**src/design/interval_timer_pkg.sv**
```systemverilog
// package of constants for the legacy interval timer and its host end
// Summary of operation
// - three 16-bit counters, six modes each
// - counters step on gated ~1.193 MHz tick
// - counter 0 output drives system timer irq
// - written count loads one tick later
// - square wave: step by two, toggle, reload
// - host writes control word before count
// - format bits: low, high, or low-high
// - new count keeps programmed mode unchanged
// - host never splits two-byte count writes
// - command port: control, latch, read-back, bcd
// - mode 0: low, high at zero, stays
// - mode 1: low, high one tick at zero
// - mode 2: high, low one tick, reload
// - mode 3: high, toggle and reload each rollover
// - modes 4,5: high, low one tick at expiry
// - two-byte counts read twice, interleaving allowed
// - unlatched read may be indeterminate
// - latch freezes snapshot until read or reprogrammed
// - second latch before read is ignored
// - read-back latches count and status together
// - repeated latches without read are ignored
// - status read first, then count bytes
package interval_timer_pkg;
   localparam logic [7:0] counter0_count_port = 8'h40;
   localparam logic [7:0] timer_command_port = 8'h43;
   localparam int num_counters = 3;
   localparam int clk_hz = 20000000;
   localparam int tick_hz = 1193182;
   localparam int tick_div = (clk_hz + tick_hz / 2) / tick_hz; // about 17 clocks per tick
   // control word fields
   localparam int cw_sel_lsb = 6;
   localparam int cw_rw_lsb = 4;
   localparam int cw_mode_lsb = 1;
   localparam int cw_bcd_bit = 0;
   localparam logic [1:0] sel_readback = 2'h3;
   localparam logic [1:0] rw_latch = 2'h0;
   localparam logic [1:0] rw_low = 2'h1;
   localparam logic [1:0] rw_high = 2'h2;
   localparam logic [1:0] rw_both = 2'h3;
   // read-back fields: bit5 clear latches count, bit4 clear latches status
   localparam int rb_count_n_bit = 5;
   localparam int rb_status_n_bit = 4;
   localparam int rb_cnt0_bit = 1;
   // status byte
   localparam int st_out_bit = 7;
   localparam int st_null_bit = 6;
endpackage

```
**src/design/interval_timer_if.sv**
```systemverilog
// byte port interface between host end and timer end
`timescale 1ns/10ps
`default_nettype none
interface interval_timer_if;
   logic [7:0] addr;
   logic [7:0] wdata;
   logic wr;
   logic rd;
   logic [7:0] rdata;
   modport timer (input addr, input wdata, input wr, input rd, output rdata);
   modport host (output addr, output wdata, output wr, output rd, input rdata);
endinterface
`default_nettype wire

```
**src/design/interval_timer.sv**
```systemverilog
// legacy three-counter interval timer, device end
//
// The strobed register port was left to the implementer.
`timescale 1ns/10ps
`default_nettype none
module interval_timer (
   // clock and reset
   input wire logic clk,
   input wire logic arst_n,
   // port access
   interval_timer_if.timer bus,
   // system
   input wire logic working_state,
   input wire logic [2:0] gate,
   output logic system_timer_irq,
   output logic [2:0] counter_out
);
   logic [4:0] div_reg;
   logic tick;
   // tick divider from crystal-derived clock, idle outside working state
   always_ff @(posedge clk or negedge arst_n) begin
      if (!arst_n) begin
         div_reg <= 5'h00;
      end else if (!working_state) begin
         div_reg <= 5'h00;
      end else if (div_reg == 5'(interval_timer_pkg::tick_div - 1)) begin
         div_reg <= 5'h00;
      end else begin
         div_reg <= div_reg + 5'h01;
      end
   end
   assign tick = working_state && (div_reg == 5'(interval_timer_pkg::tick_div - 1));

   logic [7:0] rdata_reg;
   logic [2:0] rd_hit;
   logic [7:0] rbyte [3];
   logic is_cmd;
   assign is_cmd = bus.wr && bus.addr == interval_timer_pkg::timer_command_port;
   assign system_timer_irq = counter_out[0];

   // per-counter logic, one copy per counter
   genvar g;
   generate
      for (g = 0; g < interval_timer_pkg::num_counters; g++) begin : ch
         logic [2:0] mode_reg;
         logic [1:0] rw_reg;
         logic bcd_reg;
         logic [15:0] init_reg, cnt_reg, latch_reg;
         logic [7:0] status_reg;
         logic out_reg, null_reg, load_reg, armed_reg, wlow_reg, rlow_reg;
         logic cl_reg, sl_reg, gate_q;
         logic sel_port, cw_hit, cl_hit, rbc_hit, rbs_hit, wr_hit, wr_done;
         logic [1:0] step;
         logic [15:0] dec;
         assign sel_port = bus.addr == interval_timer_pkg::counter0_count_port + 8'(g);
         assign wr_hit = bus.wr && sel_port;
         assign rd_hit[g] = bus.rd && sel_port;
         assign cw_hit = is_cmd && bus.wdata[7:6] == 2'(g) && bus.wdata[5:4] != interval_timer_pkg::rw_latch;
         assign cl_hit = is_cmd && bus.wdata[7:6] == 2'(g) && bus.wdata[5:4] == interval_timer_pkg::rw_latch;
         assign rbc_hit = is_cmd && bus.wdata[7:6] == interval_timer_pkg::sel_readback
            && !bus.wdata[interval_timer_pkg::rb_count_n_bit] && bus.wdata[interval_timer_pkg::rb_cnt0_bit + g];
         assign rbs_hit = is_cmd && bus.wdata[7:6] == interval_timer_pkg::sel_readback
            && !bus.wdata[interval_timer_pkg::rb_status_n_bit] && bus.wdata[interval_timer_pkg::rb_cnt0_bit + g];
         // a write completes when the last byte of the format arrives
         assign wr_done = wr_hit && (rw_reg != interval_timer_pkg::rw_both || wlow_reg);
         assign step = (mode_reg[1:0] == 2'h3) ? 2'h2 : 2'h1;
         // down step in binary or decimal
         always_comb begin
            dec = cnt_reg - 16'(step);
            if (bcd_reg) begin
               dec = cnt_reg;
               for (int i = 0; i < int'(step); i++) begin
                  if (dec[3:0] != 4'h0) dec[3:0] = dec[3:0] - 4'h1;
                  else begin
                     dec[3:0] = 4'h9;
                     if (dec[7:4] != 4'h0) dec[7:4] = dec[7:4] - 4'h1;
                     else begin
                        dec[7:4] = 4'h9;
                        if (dec[11:8] != 4'h0) dec[11:8] = dec[11:8] - 4'h1;
                        else begin
                           dec[11:8] = 4'h9;
                           dec[15:12] = (dec[15:12] == 4'h0) ? 4'h9 : dec[15:12] - 4'h1;
                        end
                     end
                  end
               end
            end
         end
         // control word and count byte assembly
         always_ff @(posedge clk or negedge arst_n) begin
            if (!arst_n) begin
               mode_reg <= 3'h0;
               rw_reg <= interval_timer_pkg::rw_low;
               bcd_reg <= 1'b0;
               init_reg <= 16'h0000;
               wlow_reg <= 1'b0;
            end else if (cw_hit) begin
               mode_reg <= bus.wdata[3:1];
               rw_reg <= bus.wdata[5:4];
               bcd_reg <= bus.wdata[interval_timer_pkg::cw_bcd_bit];
               wlow_reg <= 1'b0;
            end else if (wr_hit) begin
               case (rw_reg)
                  interval_timer_pkg::rw_low: init_reg <= {8'h00, bus.wdata};
                  interval_timer_pkg::rw_high: init_reg <= {bus.wdata, 8'h00};
                  default: begin
                     if (!wlow_reg) init_reg[7:0] <= bus.wdata;
                     else init_reg[15:8] <= bus.wdata;
                     wlow_reg <= !wlow_reg;
                  end
               endcase
            end
         end
         // counting, reload and output per mode
         always_ff @(posedge clk or negedge arst_n) begin
            if (!arst_n) begin
               cnt_reg <= 16'h0000;
               out_reg <= 1'b0;
               null_reg <= 1'b0;
               load_reg <= 1'b0;
               armed_reg <= 1'b0;
               gate_q <= 1'b0;
            end else begin
               // gate edges are judged tick to tick so a rise between ticks is not lost
               if (tick) gate_q <= gate[g];
               if (cw_hit) begin
                  out_reg <= (bus.wdata[3:1] == 3'h0 || bus.wdata[3:1] == 3'h1) ? 1'b0 : 1'b1;
                  armed_reg <= 1'b0;
                  load_reg <= 1'b0;
                  null_reg <= 1'b1;
               end else if (tick) begin
                  if (load_reg || (mode_reg[1:0] == 2'h1 && gate[g] && !gate_q)) begin
                     cnt_reg <= init_reg;
                     load_reg <= 1'b0;
                     null_reg <= 1'b0;
                     armed_reg <= 1'b1;
                  end else if (armed_reg) begin
                     case (mode_reg)
                        3'h0: begin
                           cnt_reg <= dec;
                           if (cnt_reg == 16'h0001) out_reg <= 1'b1;
                        end
                        3'h1: begin
                           cnt_reg <= dec;
                           out_reg <= (cnt_reg == 16'h0001);
                           if (cnt_reg == 16'h0001) armed_reg <= 1'b0;
                        end
                        3'h2, 3'h6: begin
                           out_reg <= (cnt_reg != 16'h0002);
                           cnt_reg <= (cnt_reg == 16'h0001) ? init_reg : dec;
                        end
                        3'h3, 3'h7: begin
                           if (cnt_reg <= 16'h0002) begin
                              out_reg <= !out_reg;
                              cnt_reg <= init_reg;
                           end else begin
                              cnt_reg <= dec;
                           end
                        end
                        3'h4, 3'h5: begin
                           cnt_reg <= dec;
                           out_reg <= (cnt_reg != 16'h0001);
                           if (cnt_reg == 16'h0001) armed_reg <= 1'b0;
                        end
                        default: cnt_reg <= dec;
                     endcase
                  end else if (mode_reg[1:0] != 2'h2 && mode_reg[1:0] != 2'h3) begin
                     out_reg <= mode_reg[2];
                  end
               end
               // a count write on a tick cycle keeps that tick, then the write wins
               if (wr_done) begin
                  load_reg <= 1'b1;
                  null_reg <= 1'b1;
                  if (mode_reg == 3'h0) out_reg <= 1'b0;
               end
            end
         end
         // count and status latches with read sequencing
         always_ff @(posedge clk or negedge arst_n) begin
            if (!arst_n) begin
               latch_reg <= 16'h0000;
               status_reg <= 8'h00;
               cl_reg <= 1'b0;
               sl_reg <= 1'b0;
               rlow_reg <= 1'b0;
            end else if (cw_hit) begin
               cl_reg <= 1'b0;
               sl_reg <= 1'b0;
               rlow_reg <= 1'b0;
            end else begin
               if ((cl_hit || rbc_hit) && !cl_reg) begin
                  latch_reg <= cnt_reg;
                  cl_reg <= 1'b1;
               end
               if (rbs_hit && !sl_reg) begin
                  status_reg <= {out_reg, null_reg, rw_reg, mode_reg, bcd_reg};
                  sl_reg <= 1'b1;
               end
               if (rd_hit[g]) begin
                  if (sl_reg) sl_reg <= 1'b0;
                  else begin
                     if (rw_reg != interval_timer_pkg::rw_both || rlow_reg) cl_reg <= 1'b0;
                     if (rw_reg == interval_timer_pkg::rw_both) rlow_reg <= !rlow_reg;
                  end
               end
            end
         end
         // selected read byte; live count is taken as is
         always_comb begin
            logic [15:0] src;
            src = cl_reg ? latch_reg : cnt_reg;
            if (sl_reg) rbyte[g] = status_reg;
            else if (rw_reg == interval_timer_pkg::rw_high || (rw_reg == interval_timer_pkg::rw_both && rlow_reg))
               rbyte[g] = src[15:8];
            else rbyte[g] = src[7:0];
         end
         assign counter_out[g] = out_reg;
      end
   endgenerate

   // read data one cycle after the strobe; unmapped reads give zero
   always_ff @(posedge clk or negedge arst_n) begin
      if (!arst_n) begin
         rdata_reg <= 8'h00;
      end else if (rd_hit[0]) begin
         rdata_reg <= rbyte[0];
      end else if (rd_hit[1]) begin
         rdata_reg <= rbyte[1];
      end else if (rd_hit[2]) begin
         rdata_reg <= rbyte[2];
      end else begin
         rdata_reg <= 8'h00;
      end
   end
   assign bus.rdata = rdata_reg;
endmodule
`default_nettype wire

```
**src/flat_wrapper.sv**
```systemverilog
// flat-port wrapper written by rule: the top's interface ports become plain ports
module interval_timer_flat 
  (clk, arst_n, working_state, gate, system_timer_irq, counter_out, bus_addr, bus_wdata, bus_wr, bus_rd, bus_rdata);
  interval_timer_if bus_i ();
  input wire logic clk;
  input wire logic arst_n;
  input wire logic working_state;
  input wire logic [2:0] gate;
  output logic system_timer_irq;
  output logic [2:0] counter_out;
  input wire logic [$bits(bus_i.addr)-1:0] bus_addr;
  input wire logic [$bits(bus_i.wdata)-1:0] bus_wdata;
  input wire logic [$bits(bus_i.wr)-1:0] bus_wr;
  input wire logic [$bits(bus_i.rd)-1:0] bus_rd;
  output wire logic [$bits(bus_i.rdata)-1:0] bus_rdata;
  assign bus_i.addr = bus_addr;
  assign bus_i.wdata = bus_wdata;
  assign bus_i.wr = bus_wr;
  assign bus_i.rd = bus_rd;
  assign bus_rdata = bus_i.rdata;
  interval_timer u_core (.clk(clk), .arst_n(arst_n), .bus(bus_i), .working_state(working_state), .gate(gate), .system_timer_irq(system_timer_irq), .counter_out(counter_out));
endmodule
```
**config.mk**
```make
export PLATFORM = sky130hd
export DESIGN_NAME = interval_timer_flat
export DESIGN_NICKNAME = d
export VERILOG_FILES = /design/src/design/interval_timer_pkg.sv /design/src/design/interval_timer_if.sv /design/src/design/interval_timer.sv /design/src/flat_wrapper.sv
export SDC_FILE = /design/constraint.sdc
export NUM_CORES = 1
export LEC_CHECK = 0
export BUFFER_PORTS_ARGS = -buffer_cell sky130_fd_sc_hd__buf_2
export CORE_ASPECT_RATIO = 0.5
export CORE_MARGIN = 4
export CORE_UTILIZATION = 65
export CTS_BUF_LIST = sky130_fd_sc_hd__clkbuf_4
export DETAILED_ROUTE_END_ITERATION = 12
export GPL_TIMING_DRIVEN = 0
export HOLD_SLACK_MARGIN = 0.1
export PLACE_DENSITY = 0.87
export SYNTH_ARGS = -nofsm -noshare
export SYNTH_HDL_FRONTEND = slang
export SYNTH_SLANG_ARGS = --single-unit
```
**constraint.sdc**
```tcl
create_clock -name clk -period 3.9 [get_ports clk]
set_input_delay 0.195 -clock clk [delete_from_list [all_inputs] [get_ports clk]]
set_output_delay 0.195 -clock clk [all_outputs]
set_load 0.005 [all_outputs]
```
==> results.cfg <==
[worst_setup_path]
critPathRequiredTime_ns = 4.48
critPathCaptureType = flip-flop
path_max_fanout = 7
crit_path_max_incr_delay_ns = 0.83
cp_cell_sequence = nor4_2, xnor2_1, ha_1, nand4_1, nor2_1, nor4b_1, a311oi_1, o31ai_1, o21ai_1
worstPathArrival_ns = 4.26
worstSetupStartpointType = flip-flop
crit_buf_inv = 0
critPathSlowestCell = nor4_2
r2r_end = u_core.ch[1].cnt_reg[15]$_DFFE_PN0P_
r2r_cells = 9
worstReg2RegStart = u_core.ch[1].cnt_reg[1]$_DFFE_PN0P_
path_class = flip-flop to flip-flop
cpLargestDelayFamily = simple AND/OR/NAND/NOR gates
reg2reg_slack_ns = 0.22

[floorplan]
core_area_um2 = 21900
ios = 36
num_rows = 38
die_y_um = 114
initial_core_util_pct = 67.0
fp.dieArea_um2 = 25200
die_x_um = 221

[sta]
finalClockSkew_ns = 0.0360
worst_pin_slew_ns = 1.24
max_freq_mhz = 272
rsz0062_at_grt = false
final-hold-violation-count = 0
drv_slew = 0
fin_hold_ws_ns = 0.105
finalSetupViolCount = 0
relSlewSlack_pct = 16.2
finalCritPeriodShare_pct = 94.4
fin_crit_ns = 3.68
fin_tns_setup_ns = 0

[synth]
synth_top_area_share_pct = 38.0
synthArstFlopShare_pct = 100
synth-warning-count = 0
synth_nets = 1734
synth_area_um2 = 14700
syn_area_per_cell_um2 = 8.73
syn_inst = 1684
yosys-top-cells-count = nand2_1, dfrtp_1, o21ai_0, clkbuf_1, nor2_1
synth_top_cell_by_area = dfrtp_1
yosysMostFrequentCell = nand2_1
ys.flop_type = dfrtp_1
synth-edff-count = 0
synth-seq-cells = 226
synth_area_leaders = dfrtp_1, nand2_1, o21ai_0
yosysUniqueCellTypes = 91
synth_seq_area_share_pct = 38.5

[clock_tree]
cts_made_buffers = 51
cts-root-buf = clkbuf_4
htree_levels = 2
clk_pin_slew_worst_paths_ns = 0.08
cts_tree = built
cts_sinks = 226
insertion_delay_ns = 0.73
clk_path_buf_depth = 3

[global_routing]
grt_use_total_pct = 38.8
grt_max_degree = 128
grt_overflow = 0
grt_pass1_vias = 14200
antenna_found_initial = 0
grt_first_pass_wirelength_um = 76600

[final_layout]
antennaDiodeCount = 0
layout-drive-gt1-share_pct = 15.5
final_cells = 2124
nets = 1839
areaGrowthSynthToFinish_pct = 9.87

[placement]
io_buffer_count = 30
dp_hpwl_um = 34100
place_inst = 2015
place_congestion = 1.02

[drt]
dr.first_iter.drc_count = 1843
wire_per_inst_um = 22.8
drc = 0
routed_wl_um = 48300
dr.pass1.iters = 6
ant_nets = 0
vias = 14500
via_per_inst = 6.82

[run_status]
status = complete, no violations

[power]
powerDensity_nw_per_um2 = 292
leakage_nw = 7.09
p_total_mw = 4.71
peakVddDrop_v = 0.000313

[job]
max-cap-violations = 0

[min_path]
hold_path.class = primary input to async pin
[metrics by stage]
step           util, %  area, um2  worst slack, ns
2_1_floorplan        -      14700            0.596
3_3_place_gp      69.4      15200            -1.17
3_5_place_dp      69.6      15300           -0.129
4_1_cts           73.5      16100           0.0756
5_1_grt           73.7      16100           0.0169
6_report          73.7      16100            0.218
[area by class of cell]
class	instances	area [um2]
Buffer	143	583
Clock buffer	75	563
Clock inverter	13	81.3
Fill cell	1592	5770
Inverter	48	180
Multi-Input combinational cell	1266	8300
Sequential cell	226	5660
Tap cell	300	375
Timing Repair Buffer	53	403
[power by group]
part / internal (mW) / switching (mW) / leakage [nW] / total [mW]
combinational: 0.108 / 0.233 / 3.63 / 0.341
sequential: 2.38 / 0.0289 / 3.07 / 2.40
clock: 0.945 / 1.02 / 0.392 / 1.96
total: 3.43 / 1.28 / 7.09 / 4.71
[timing repair]
action | 4_1_cts | 5_1_grt
hold endpoints to repair | 146 | 0
resized for setup | 1 | 4
hold buffers | 20 | 0
setup endpoints to repair | 2 | 14
buffers inserted | 0 | 2
[cells in the final DEF, fill, tap and decap left out, drive strengths merged, types with 13 or more instances in the layout]
cell type / n
or3: 20
a211oi: 16
mux2i: 36
nand2: 258
mux4: 24
nand4: 21
nor3: 43
buf: 65
nand3: 45
inv: 47
clkbuf: 186
ha: 23
xnor2: 26
clkinv: 13
mux2: 63
xor2: 17
nor4: 31
or4: 16
o22ai: 20
nor2b: 18
o31ai: 15
a21oi: 93
nor2: 111
a31oi: 20
o21ai: 157
dfrtp: 223
dlygate4sd3: 20
or2: 19
[cell families (layout without fill, tap and decap cells)]
logic type / Yosys count / in the layout / synth area share, %
buf+inv: 192 / 332 / 5.22
flops: 226 / 226 / 38.5
xor+xnor: 43 / 43 / 2.56
compound gates: 437 / 437 / 18.8
simple gates: 636 / 636 / 21.5
fa+ha+maj: 27 / 27 / 2.44
mux: 123 / 123 / 11.0
[worst max-delay path by stage]
stage                                              from                                   end  slack [ns]  cells past startpoint
floorplan           u_core.ch[2].cnt_reg[3]$_DFFE_PN0P_  u_core.ch[2].cnt_reg[15]$_DFFE_PN0P_        0.60                     13
global route        u_core.ch[1].cnt_reg[1]$_DFFE_PN0P_  u_core.ch[1].cnt_reg[15]$_DFFE_PN0P_        0.02                     10
global placement                                 arst_n   u_core.ch[2].cnt_reg[8]$_DFFE_PN0P_       -1.17                      1
finish              u_core.ch[1].cnt_reg[1]$_DFFE_PN0P_  u_core.ch[1].cnt_reg[15]$_DFFE_PN0P_        0.22                      9
detailed placement  u_core.ch[2].cnt_reg[3]$_DFFE_PN0P_  u_core.ch[2].cnt_reg[15]$_DFFE_PN0P_       -0.13                     13
CTS                 u_core.ch[2].cnt_reg[3]$_DFFE_PN0P_  u_core.ch[2].cnt_reg[15]$_DFFE_PN0P_        0.08                     13
[layer usage]
| metal | global-route usage, % | part of all wire (%) | vias to the layer above |
|---|---|---|---|
| li1 | - | - | 6327 |
| met1 | 50.1 | 38 | 6955 |
| met2 | 61.9 | 46 | 987 |
| met3 | 9.73 | 11 | 223 |
| met4 | 18.9 | 5.0 | 0 |
| met5 | 0 | 0 | - |
[worst reg2reg max path, cell delays in order (launching register included)]
cell,delay (ns)
dfrtp_1,0.50
nor4_2,0.84
xnor2_1,0.24
ha_1,0.27
nand4_1,0.30
nor2_1,0.17
nor4b_1,0.65
a311oi_1,0.21
o31ai_1,0.28
o21ai_1,0.10
Power figures use the tool's default switching activity.
